$ cat src/pkg/pcic_map.vh
`ifndef PCIC_MAP_VH
`define PCIC_MAP_VH

// ==========================================================
// register offsets (byte addresses on the register port)
`define PCIC_PTR_OFF      8'h7E
`define PCIC_CODE_OFF     8'h7F
`define PCIC_TXEN0_OFF    8'h80
`define PCIC_TXEN1_OFF    8'h81
`define PCIC_TXEN2_OFF    8'h82
`define PCIC_TXEN3_OFF    8'h83
`define PCIC_RXEN0_OFF    8'h84
`define PCIC_RXEN1_OFF    8'h85
`define PCIC_RXEN2_OFF    8'h86
`define PCIC_RXEN3_OFF    8'h87
`define PCIC_DIR_OFF      8'h90

// ==========================================================
// pointer register fields
`define PCIC_GRX_BIT      7
`define PCIC_GTX_BIT      6
`define PCIC_PTR_MSB      5
`define PCIC_PTR_LSB      0

// ==========================================================
// reset values and limits
`define PCIC_REG_RST      8'h00
`define PCIC_RD_UNMAPPED  8'h00
`define PCIC_CH_FIRST     6'h01
`define PCIC_CH_LAST      6'h20
`define PCIC_CH_LAST_T1   6'h18

`endif

$ cat src/rtl/pcic_top.v
// Summary of operation
// receive-global bit set: code write fills every receive channel entry.
// transmit-global bit set: code write fills every transmit channel entry.
// global bits pick scope: one channel, all tx, all rx, or all.
// software keeps both global bits zero while reading through the pointer.
// software writes pointer 01h..20h for E1, 01h..18h for T1.
// six-bit pointer field selects the channel entry; channel 1 is 01h.
// the code register value is written into the addressed entry.
// inserted code goes out bit 7 first, bit 0 last.
// tx channel with enable set carries its code, else data unchanged.
// tx enable regs 80h/81h: bits 7..0 map channels 8..1 and 16..9.
// tx enable regs 82h/83h: channels 24..17 and 32..25.
// rx enable regs 84h..87h substitute codes into receive channels 1..32.
// entry update happens on the code register write, using current pointer.
//
// The address-and-strobe port was chosen for this implementation.
`timescale 1ns/1ps
`include "pcic_map.vh"

// ==========================================================
// per-bit timeslot substitution stage
module pcic_slot_insert #(
  parameter NCH = 32
) (
  input  wire           core_clk_i,
  input  wire           rst_i,
  input  wire           valid_i,
  input  wire [5:0]     chan_i,
  input  wire [2:0]     bit_idx_i,
  input  wire           bit_i,
  input  wire [NCH-1:0] en_vec_i,
  input  wire [7:0]     code_i,
  output reg            valid_o,
  output reg  [5:0]     chan_o,
  output reg  [2:0]     bit_idx_o,
  output reg            bit_o,
  output reg            fill_o
);
  wire       chan_ok;
  wire [5:0] chan_idx;
  wire       fill_now;

  assign chan_ok  = (chan_i >= `PCIC_CH_FIRST) && (chan_i <= NCH);
  assign chan_idx = chan_i - 6'h01;
  assign fill_now = valid_i && chan_ok && en_vec_i[chan_idx[4:0]];

  always @(posedge core_clk_i) begin
    if (rst_i) begin
      valid_o   <= 1'b0;
      chan_o    <= 6'h00;
      bit_idx_o <= 3'h0;
      bit_o     <= 1'b0;
      fill_o    <= 1'b0;
    end else begin
      valid_o   <= valid_i;
      chan_o    <= chan_i;
      bit_idx_o <= bit_idx_i;
      fill_o    <= fill_now;
      if (fill_now) begin
        // index 0 is first on the line, so it takes code bit 7
        bit_o <= code_i[3'h7 - bit_idx_i];
      end else begin
        bit_o <= bit_i;
      end
    end
  end
endmodule

// ==========================================================
// idle-code array, registers and both stream paths
module pcic_top #(
  parameter NCH = 32
) (
  input  wire       core_clk_i,
  input  wire       rst_i,
  input  wire [7:0] reg_addr_i,
  input  wire [7:0] reg_wdata_i,
  input  wire       reg_wr_i,
  input  wire       reg_rd_i,
  output reg  [7:0] reg_rdata_o,
  input  wire       tx_valid_i,
  input  wire [5:0] tx_chan_i,
  input  wire [2:0] tx_bit_idx_i,
  input  wire       tx_bit_i,
  output wire       tx_valid_o,
  output wire [5:0] tx_chan_o,
  output wire [2:0] tx_bit_idx_o,
  output wire       tx_bit_o,
  output wire       tx_fill_o,
  input  wire       rx_valid_i,
  input  wire [5:0] rx_chan_i,
  input  wire [2:0] rx_bit_idx_i,
  input  wire       rx_bit_i,
  output wire       rx_valid_o,
  output wire [5:0] rx_chan_o,
  output wire [2:0] rx_bit_idx_o,
  output wire       rx_bit_o,
  output wire       rx_fill_o
);
  // ========================================================
  // storage
  reg  [7:0]     ptr_q;
  reg  [7:0]     code_q;
  reg  [7:0]     dir_q;
  reg  [NCH-1:0] tx_en_q;
  reg  [NCH-1:0] rx_en_q;
  reg  [7:0]     tx_mem [0:NCH-1];
  reg  [7:0]     rx_mem [0:NCH-1];
  reg  [7:0]     rdata_d;
  integer        i;
  integer        j;

  // ========================================================
  // decode
  wire       wr_ptr;
  wire       wr_code;
  wire       wr_dir;
  wire       rd_entry;
  wire [7:0] entry_val;
  wire       glob_rx;
  wire       glob_tx;
  wire [5:0] ptr_chan;
  wire [5:0] ptr_idx6;
  wire [4:0] ptr_idx;
  wire       ptr_ok;
  wire       single;
  wire [5:0] tx_idx6;
  wire [5:0] rx_idx6;
  wire [7:0] tx_code;
  wire [7:0] rx_code;

  assign wr_ptr   = reg_wr_i && (reg_addr_i == `PCIC_PTR_OFF);
  assign wr_code  = reg_wr_i && (reg_addr_i == `PCIC_CODE_OFF);
  assign wr_dir   = reg_wr_i && (reg_addr_i == `PCIC_DIR_OFF);
  assign glob_rx  = ptr_q[`PCIC_GRX_BIT];
  assign glob_tx  = ptr_q[`PCIC_GTX_BIT];
  assign ptr_chan = ptr_q[`PCIC_PTR_MSB:`PCIC_PTR_LSB];
  assign ptr_ok   = (ptr_chan >= `PCIC_CH_FIRST) && (ptr_chan <= NCH);
  assign ptr_idx6 = ptr_chan - 6'h01;
  assign ptr_idx  = ptr_idx6[4:0];
  assign single   = !glob_rx && !glob_tx;
  assign rd_entry = ptr_ok && single;
  assign entry_val = dir_q[0] ? rx_mem[ptr_idx] : tx_mem[ptr_idx];
  assign tx_idx6  = tx_chan_i - 6'h01;
  assign rx_idx6  = rx_chan_i - 6'h01;
  assign tx_code  = tx_mem[tx_idx6[4:0]];
  assign rx_code  = rx_mem[rx_idx6[4:0]];

  // ========================================================
  // pointer register
  always @(posedge core_clk_i) begin
    if (rst_i) begin
      ptr_q <= `PCIC_REG_RST;
    end else if (wr_ptr) begin
      ptr_q <= reg_wdata_i;
    end
  end

  // ========================================================
  // code register
  always @(posedge core_clk_i) begin
    if (rst_i) begin
      code_q <= `PCIC_REG_RST;
    end else if (wr_code) begin
      code_q <= reg_wdata_i;
    end
  end

  // ========================================================
  // single-channel update direction
  always @(posedge core_clk_i) begin
    if (rst_i) begin
      dir_q <= `PCIC_REG_RST;
    end else if (wr_dir) begin
      dir_q <= {7'h00, reg_wdata_i[0]};
    end
  end

  // ========================================================
  // channel enable registers
  always @(posedge core_clk_i) begin
    if (rst_i) begin
      tx_en_q <= {NCH{1'b0}};
      rx_en_q <= {NCH{1'b0}};
    end else if (reg_wr_i) begin
      case (reg_addr_i)
        `PCIC_TXEN0_OFF: tx_en_q[7:0] <= reg_wdata_i;
        `PCIC_TXEN1_OFF: tx_en_q[15:8] <= reg_wdata_i;
        `PCIC_TXEN2_OFF: tx_en_q[23:16] <= reg_wdata_i;
        `PCIC_TXEN3_OFF: tx_en_q[31:24] <= reg_wdata_i;
        `PCIC_RXEN0_OFF: rx_en_q[7:0] <= reg_wdata_i;
        `PCIC_RXEN1_OFF: rx_en_q[15:8] <= reg_wdata_i;
        `PCIC_RXEN2_OFF: rx_en_q[23:16] <= reg_wdata_i;
        `PCIC_RXEN3_OFF: rx_en_q[31:24] <= reg_wdata_i;
        default: tx_en_q <= tx_en_q;
      endcase
    end
  end

  // ========================================================
  // transmit idle-code array update on code write
  always @(posedge core_clk_i) begin
    if (rst_i) begin
      for (i = 0; i < NCH; i = i + 1) begin
        tx_mem[i] <= `PCIC_REG_RST;
      end
    end else if (wr_code) begin
      for (i = 0; i < NCH; i = i + 1) begin
        if (glob_tx) begin
          tx_mem[i] <= reg_wdata_i;
        end
      end
      if (single && ptr_ok && !dir_q[0]) begin
        tx_mem[ptr_idx] <= reg_wdata_i;
      end
    end
  end

  // ========================================================
  // receive idle-code array update on code write
  always @(posedge core_clk_i) begin
    if (rst_i) begin
      for (j = 0; j < NCH; j = j + 1) begin
        rx_mem[j] <= `PCIC_REG_RST;
      end
    end else if (wr_code) begin
      for (j = 0; j < NCH; j = j + 1) begin
        if (glob_rx) begin
          rx_mem[j] <= reg_wdata_i;
        end
      end
      if (single && ptr_ok && dir_q[0]) begin
        rx_mem[ptr_idx] <= reg_wdata_i;
      end
    end
  end

  // ========================================================
  // read path, data one cycle after the strobe
  always @* begin
    rdata_d = `PCIC_RD_UNMAPPED;
    case (reg_addr_i)
      `PCIC_PTR_OFF:   rdata_d = ptr_q;
      `PCIC_CODE_OFF: begin
        // entry read back through the pointer, global bits held at zero
        if (rd_entry) begin
          rdata_d = entry_val;
        end else begin
          rdata_d = code_q;
        end
      end
      `PCIC_DIR_OFF:   rdata_d = dir_q;
      `PCIC_TXEN0_OFF: rdata_d = tx_en_q[7:0];
      `PCIC_TXEN1_OFF: rdata_d = tx_en_q[15:8];
      `PCIC_TXEN2_OFF: rdata_d = tx_en_q[23:16];
      `PCIC_TXEN3_OFF: rdata_d = tx_en_q[31:24];
      `PCIC_RXEN0_OFF: rdata_d = rx_en_q[7:0];
      `PCIC_RXEN1_OFF: rdata_d = rx_en_q[15:8];
      `PCIC_RXEN2_OFF: rdata_d = rx_en_q[23:16];
      `PCIC_RXEN3_OFF: rdata_d = rx_en_q[31:24];
      default:         rdata_d = `PCIC_RD_UNMAPPED;
    endcase
  end

  // ========================================================
  // read data register, cleared outside the answer cycle
  always @(posedge core_clk_i) begin
    if (rst_i) begin
      reg_rdata_o <= `PCIC_REG_RST;
    end else if (reg_rd_i) begin
      reg_rdata_o <= rdata_d;
    end else begin
      reg_rdata_o <= `PCIC_REG_RST;
    end
  end

  // ========================================================
  // transmit and receive substitution
  pcic_slot_insert #(.NCH(NCH)) u_tx (
    .core_clk_i (core_clk_i),
    .rst_i      (rst_i),
    .valid_i    (tx_valid_i),
    .chan_i     (tx_chan_i),
    .bit_idx_i  (tx_bit_idx_i),
    .bit_i      (tx_bit_i),
    .en_vec_i   (tx_en_q),
    .code_i     (tx_code),
    .valid_o    (tx_valid_o),
    .chan_o     (tx_chan_o),
    .bit_idx_o  (tx_bit_idx_o),
    .bit_o      (tx_bit_o),
    .fill_o     (tx_fill_o)
  );

  pcic_slot_insert #(.NCH(NCH)) u_rx (
    .core_clk_i (core_clk_i),
    .rst_i      (rst_i),
    .valid_i    (rx_valid_i),
    .chan_i     (rx_chan_i),
    .bit_idx_i  (rx_bit_idx_i),
    .bit_i      (rx_bit_i),
    .en_vec_i   (rx_en_q),
    .code_i     (rx_code),
    .valid_o    (rx_valid_o),
    .chan_o     (rx_chan_o),
    .bit_idx_o  (rx_bit_idx_o),
    .bit_o      (rx_bit_o),
    .fill_o     (rx_fill_o)
  );
endmodule

$ cat config.mk
export PLATFORM = sky130hd
export DESIGN_NAME = pcic_top
export DESIGN_NICKNAME = d
export VERILOG_FILES = /design/src/rtl/pcic_top.v
export VERILOG_INCLUDE_DIRS = /design/src /design/src/pkg
export SDC_FILE = /design/constraint.sdc
export NUM_CORES = 1
export LEC_CHECK = 0
export ABC_CLOCK_PERIOD_IN_PS = 6400
export BUFFER_PORTS_ARGS = -buffer_cell sky130_fd_sc_hd__buf_2
export CAP_MARGIN = 15
export CORE_AREA = 3 3 235 237
export DETAILED_ROUTE_END_ITERATION = 7
export DIE_AREA = 0 0 238 240
export PLACE_DENSITY = 0.76
export SLEW_MARGIN = 20
export SYNTH_ARGS = -nofsm -noshare
export SYNTH_HDL_FRONTEND = slang
export SYNTH_SLANG_ARGS = --single-unit
$ cat constraint.sdc
create_clock -name core_clk_i -period 6.4 [get_ports core_clk_i]
set_clock_uncertainty 0.15 [all_clocks]
set_input_delay 1.6 -clock core_clk_i [delete_from_list [all_inputs] [get_ports core_clk_i]]
set_output_delay 1.6 -clock core_clk_i [all_outputs]
set_load 0.05 [all_outputs]
==> flow_summary_export.csv <==
group,metric,value,unit
synthesis,ys_ff_latch,625,
synthesis,synth_edf_count,512,
clocking,cts_root_buffer,"clkbuf_16",
clocking,clockBufferDepth,3,
sta,setup_violations,0,
critical_path,path_class,"in2reg",
floorplan,rows,85,
sta,hold_viol_final,0,
grt,globalRouteTotalUtil,0.330,
placed_design,globalplace.congestion,0.945,
critical_path,cp-start-kind,"input port",
grt,grt_pass1_vias,21200,
finish,regArea,17600,µm²
floorplan,core-area,53500,µm²
floorplan,die_x,238,µm
sta,slew_headroom,0.281,
synthesis,synth_top_cell_by_area,"edfxtp_1",
route,drtIter0Drc,3172,
route,viasPerCell,7.16,
sta,holdWs,0.318,ns
run_status,status,"completed",
clocking,cts_resized,0,
finish,layout-drive-gt1-share,0.274,
pwr,power_density,264,nW/µm²
floorplan,die_height,240,µm
synthesis,post-synth-top-count-cell,"edfxtp_1",
sta,fmax,208,MHz
grt,antenna_found_initial,1,
grt,grt_max_degree,68,
clocking,htreeDepth,3,
critical_path,r2r_cells,11,
finish,multi_input_area,13500,µm²
critical_path,crit_start,"rx_chan_i[0]",
pwr,irDropWorstVdd,0.161,mV
route,first_pass_iters,5,
clocking,hold_buffers,0,
synthesis,postSynthAreaPerCell,14.4,µm²
route,drc,0,
synthesis,async_flop_share,0,
finish,area.growth.synth_to_final,11.2,%
sta,tightest_slew,1.08,ns
finish,antenna_cells,0,
route,ant_nets,0,
critical_path,cp.arrival,5.11,ns
synthesis,yosysWarningCount,0,
grt,grt_pass1_wl,139000,µm
critical_path,crit_path_end_kind,"flip-flop",
synthesis,synth_common_cells,"edfxtp_1 (512), mux4_2 (294), and2_1 (284)",
floorplan,die_area,57100,µm²
min_path,min_path_cells,2,
floorplan,initial_core_util,0.596,
placed_design,place_hpwl,61500,µm
min_path,hold_path_startpoint,"rx_en_q[22]$_SDFFE_PP0P_",
critical_path,r2r_start,"ptr_q[0]$_SDFFE_PP0P_",
synthesis,synth.area.top_cells,"edfxtp_1 (48%), mux4_2 (21%), dfxtp_1 (7.1%)",
sta,rsz0062_at_grt,"no",
sta,finalSetupTns,0,ns
floorplan,num_io_pins,74,
clocking,cts_made_buffers,66,
sta,finalCriticalPeriod,4.80,ns
synthesis,yosysUniqueCellTypes,80,
min_path,hp-class,"reg2reg",
synthesis,synthesis.nets,2267,
sta,drv_slew,0,
route,finalWirelength,93300,µm
synthesis,ys_dominant_reg_cell,"edfxtp_1",
clocking,cts_tree,"done",
route,routedWlPerCell,30.8,µm
placed_design,io_buffer_count,73,
sta,finalCritPeriodShare,0.751,
synthesis,synthCells,2214,
finish,nFillCells,3589,
clocking,clk_pin_slew_worst_paths,0.06,ns
flow_run,drv_cap,0,
synthesis,syn_area,31900,µm²
clocking,post_cts_buffers,0,
grt,overflow,0,
critical_path,worstPathRequired,6.70,ns
pwr,totalPowerFinal,9.38,mW
synthesis,synth_seq_area_share,0.553,
synthesis,synth_top_area_share,0.482,
route,via_count,21700,
pwr,power_leakage,12.1,nW
finish,fin_nets,2334,
clocking,clk_latency,0.60,ns
clocking,clock_sinks,625,
critical_path,cp_max_fo,14,
stage by stage:
stage          instances  area, µm²  utilization  worst slack, ns
2_1_floorplan       2214      31900            -             1.38
3_3_place_gp        2909      33300        0.623             1.08
3_5_place_dp        2909      33400        0.624             1.01
4_1_cts             3031      35500        0.663             1.65
5_1_grt             3031      35500        0.663             1.40
6_report            3031      35500        0.663             1.60
power by group:
group | leakage, nW | switching, mW | internal, mW
sequential | 6.04 | 0.100 | 4.59
combinational | 5.06 | 0.555 | 0.383
clock | 1.02 | 1.59 | 2.17
registers in the layout (all words and copies together) (netlist names), 6 cells and up:
register and count:
code_q 8, ptr_q 8, reg_rdata_o 8, rx_en_q 32
rx_mem 256, tx_en_q 32, tx_mem 256, u_rx.chan_o 6
u_tx.chan_o 6
worst max-delay path, cell delays in order:
cell       delay (ns)
buf_4            0.14
inv_1            0.22
ha_1             0.36
xor2_2           0.69
buf_4            0.33
mux4_1           0.58
mux4_2           0.46
and2_1           0.17
a211oi_2         0.19
a21oi_1          0.08
o2111ai_2        0.17
o311ai_1         0.11
per-layer routing:
layer / part of all wire / track usage
met2: 0.46 / 0.499
met1: 0.35 / 0.456
met5: 0.00014 / 0
met3: 0.15 / 0.0930
met4: 0.044 / 0.141
final cells by class:
cell class,instances,share of cell area
Clock buffer,93,0.0549
Clock inverter,29,0.00473
Inverter,14,0.00148
Multi-Input combinational cell,1388,0.381
Sequential cell,625,0.497
Tap cell,696,0.0245
Timing Repair Buffer,186,0.0358
cell usage in the layout, fill, tap and decap left out, drive strengths merged, types with 8 or more instances in the layout:
cell type and n:
a211oi 12, a21oi 58, a31oi 11, and2 285, buf 186, clkbuf 93, clkinv 22, dfxtp 113
edfxtp 512, ha 11, inv 14, mux2 10, mux2i 69, mux4 297, nand2 173, nand3 39
nor2 99, nor2b 51, nor3 11, o211ai 8, o21ai 96, o221ai 14, o22ai 38
cell families after synthesis:
| family | Yosys count | synth area share |
|---|---|---|
| AO/OA/AOI/OAI | 301 | 0.0625 |
| XOR/XNOR | 11 | 0.00326 |
| adder cells (fa/ha/maj) | 11 | 0.00431 |
| flip-flops | 625 | 0.553 |
| AND/OR/NAND/NOR | 689 | 0.114 |
| buffers and inverters | 201 | 0.0279 |
| multiplexers | 376 | 0.235 |
path summary, 6_finish.rpt:
check | end | slack [ns]
max reg2reg | reg_rdata_o[2]$_SDFF_PP0_ | 1.64
min | rx_en_q[22]$_SDFFE_PP0P_ | 0.32
max | u_rx.bit_o$_SDFF_PP0_ | 1.60
min reg2reg | rx_en_q[22]$_SDFFE_PP0P_ | 0.32
Note: power is estimated with default switching activity, not from simulation.
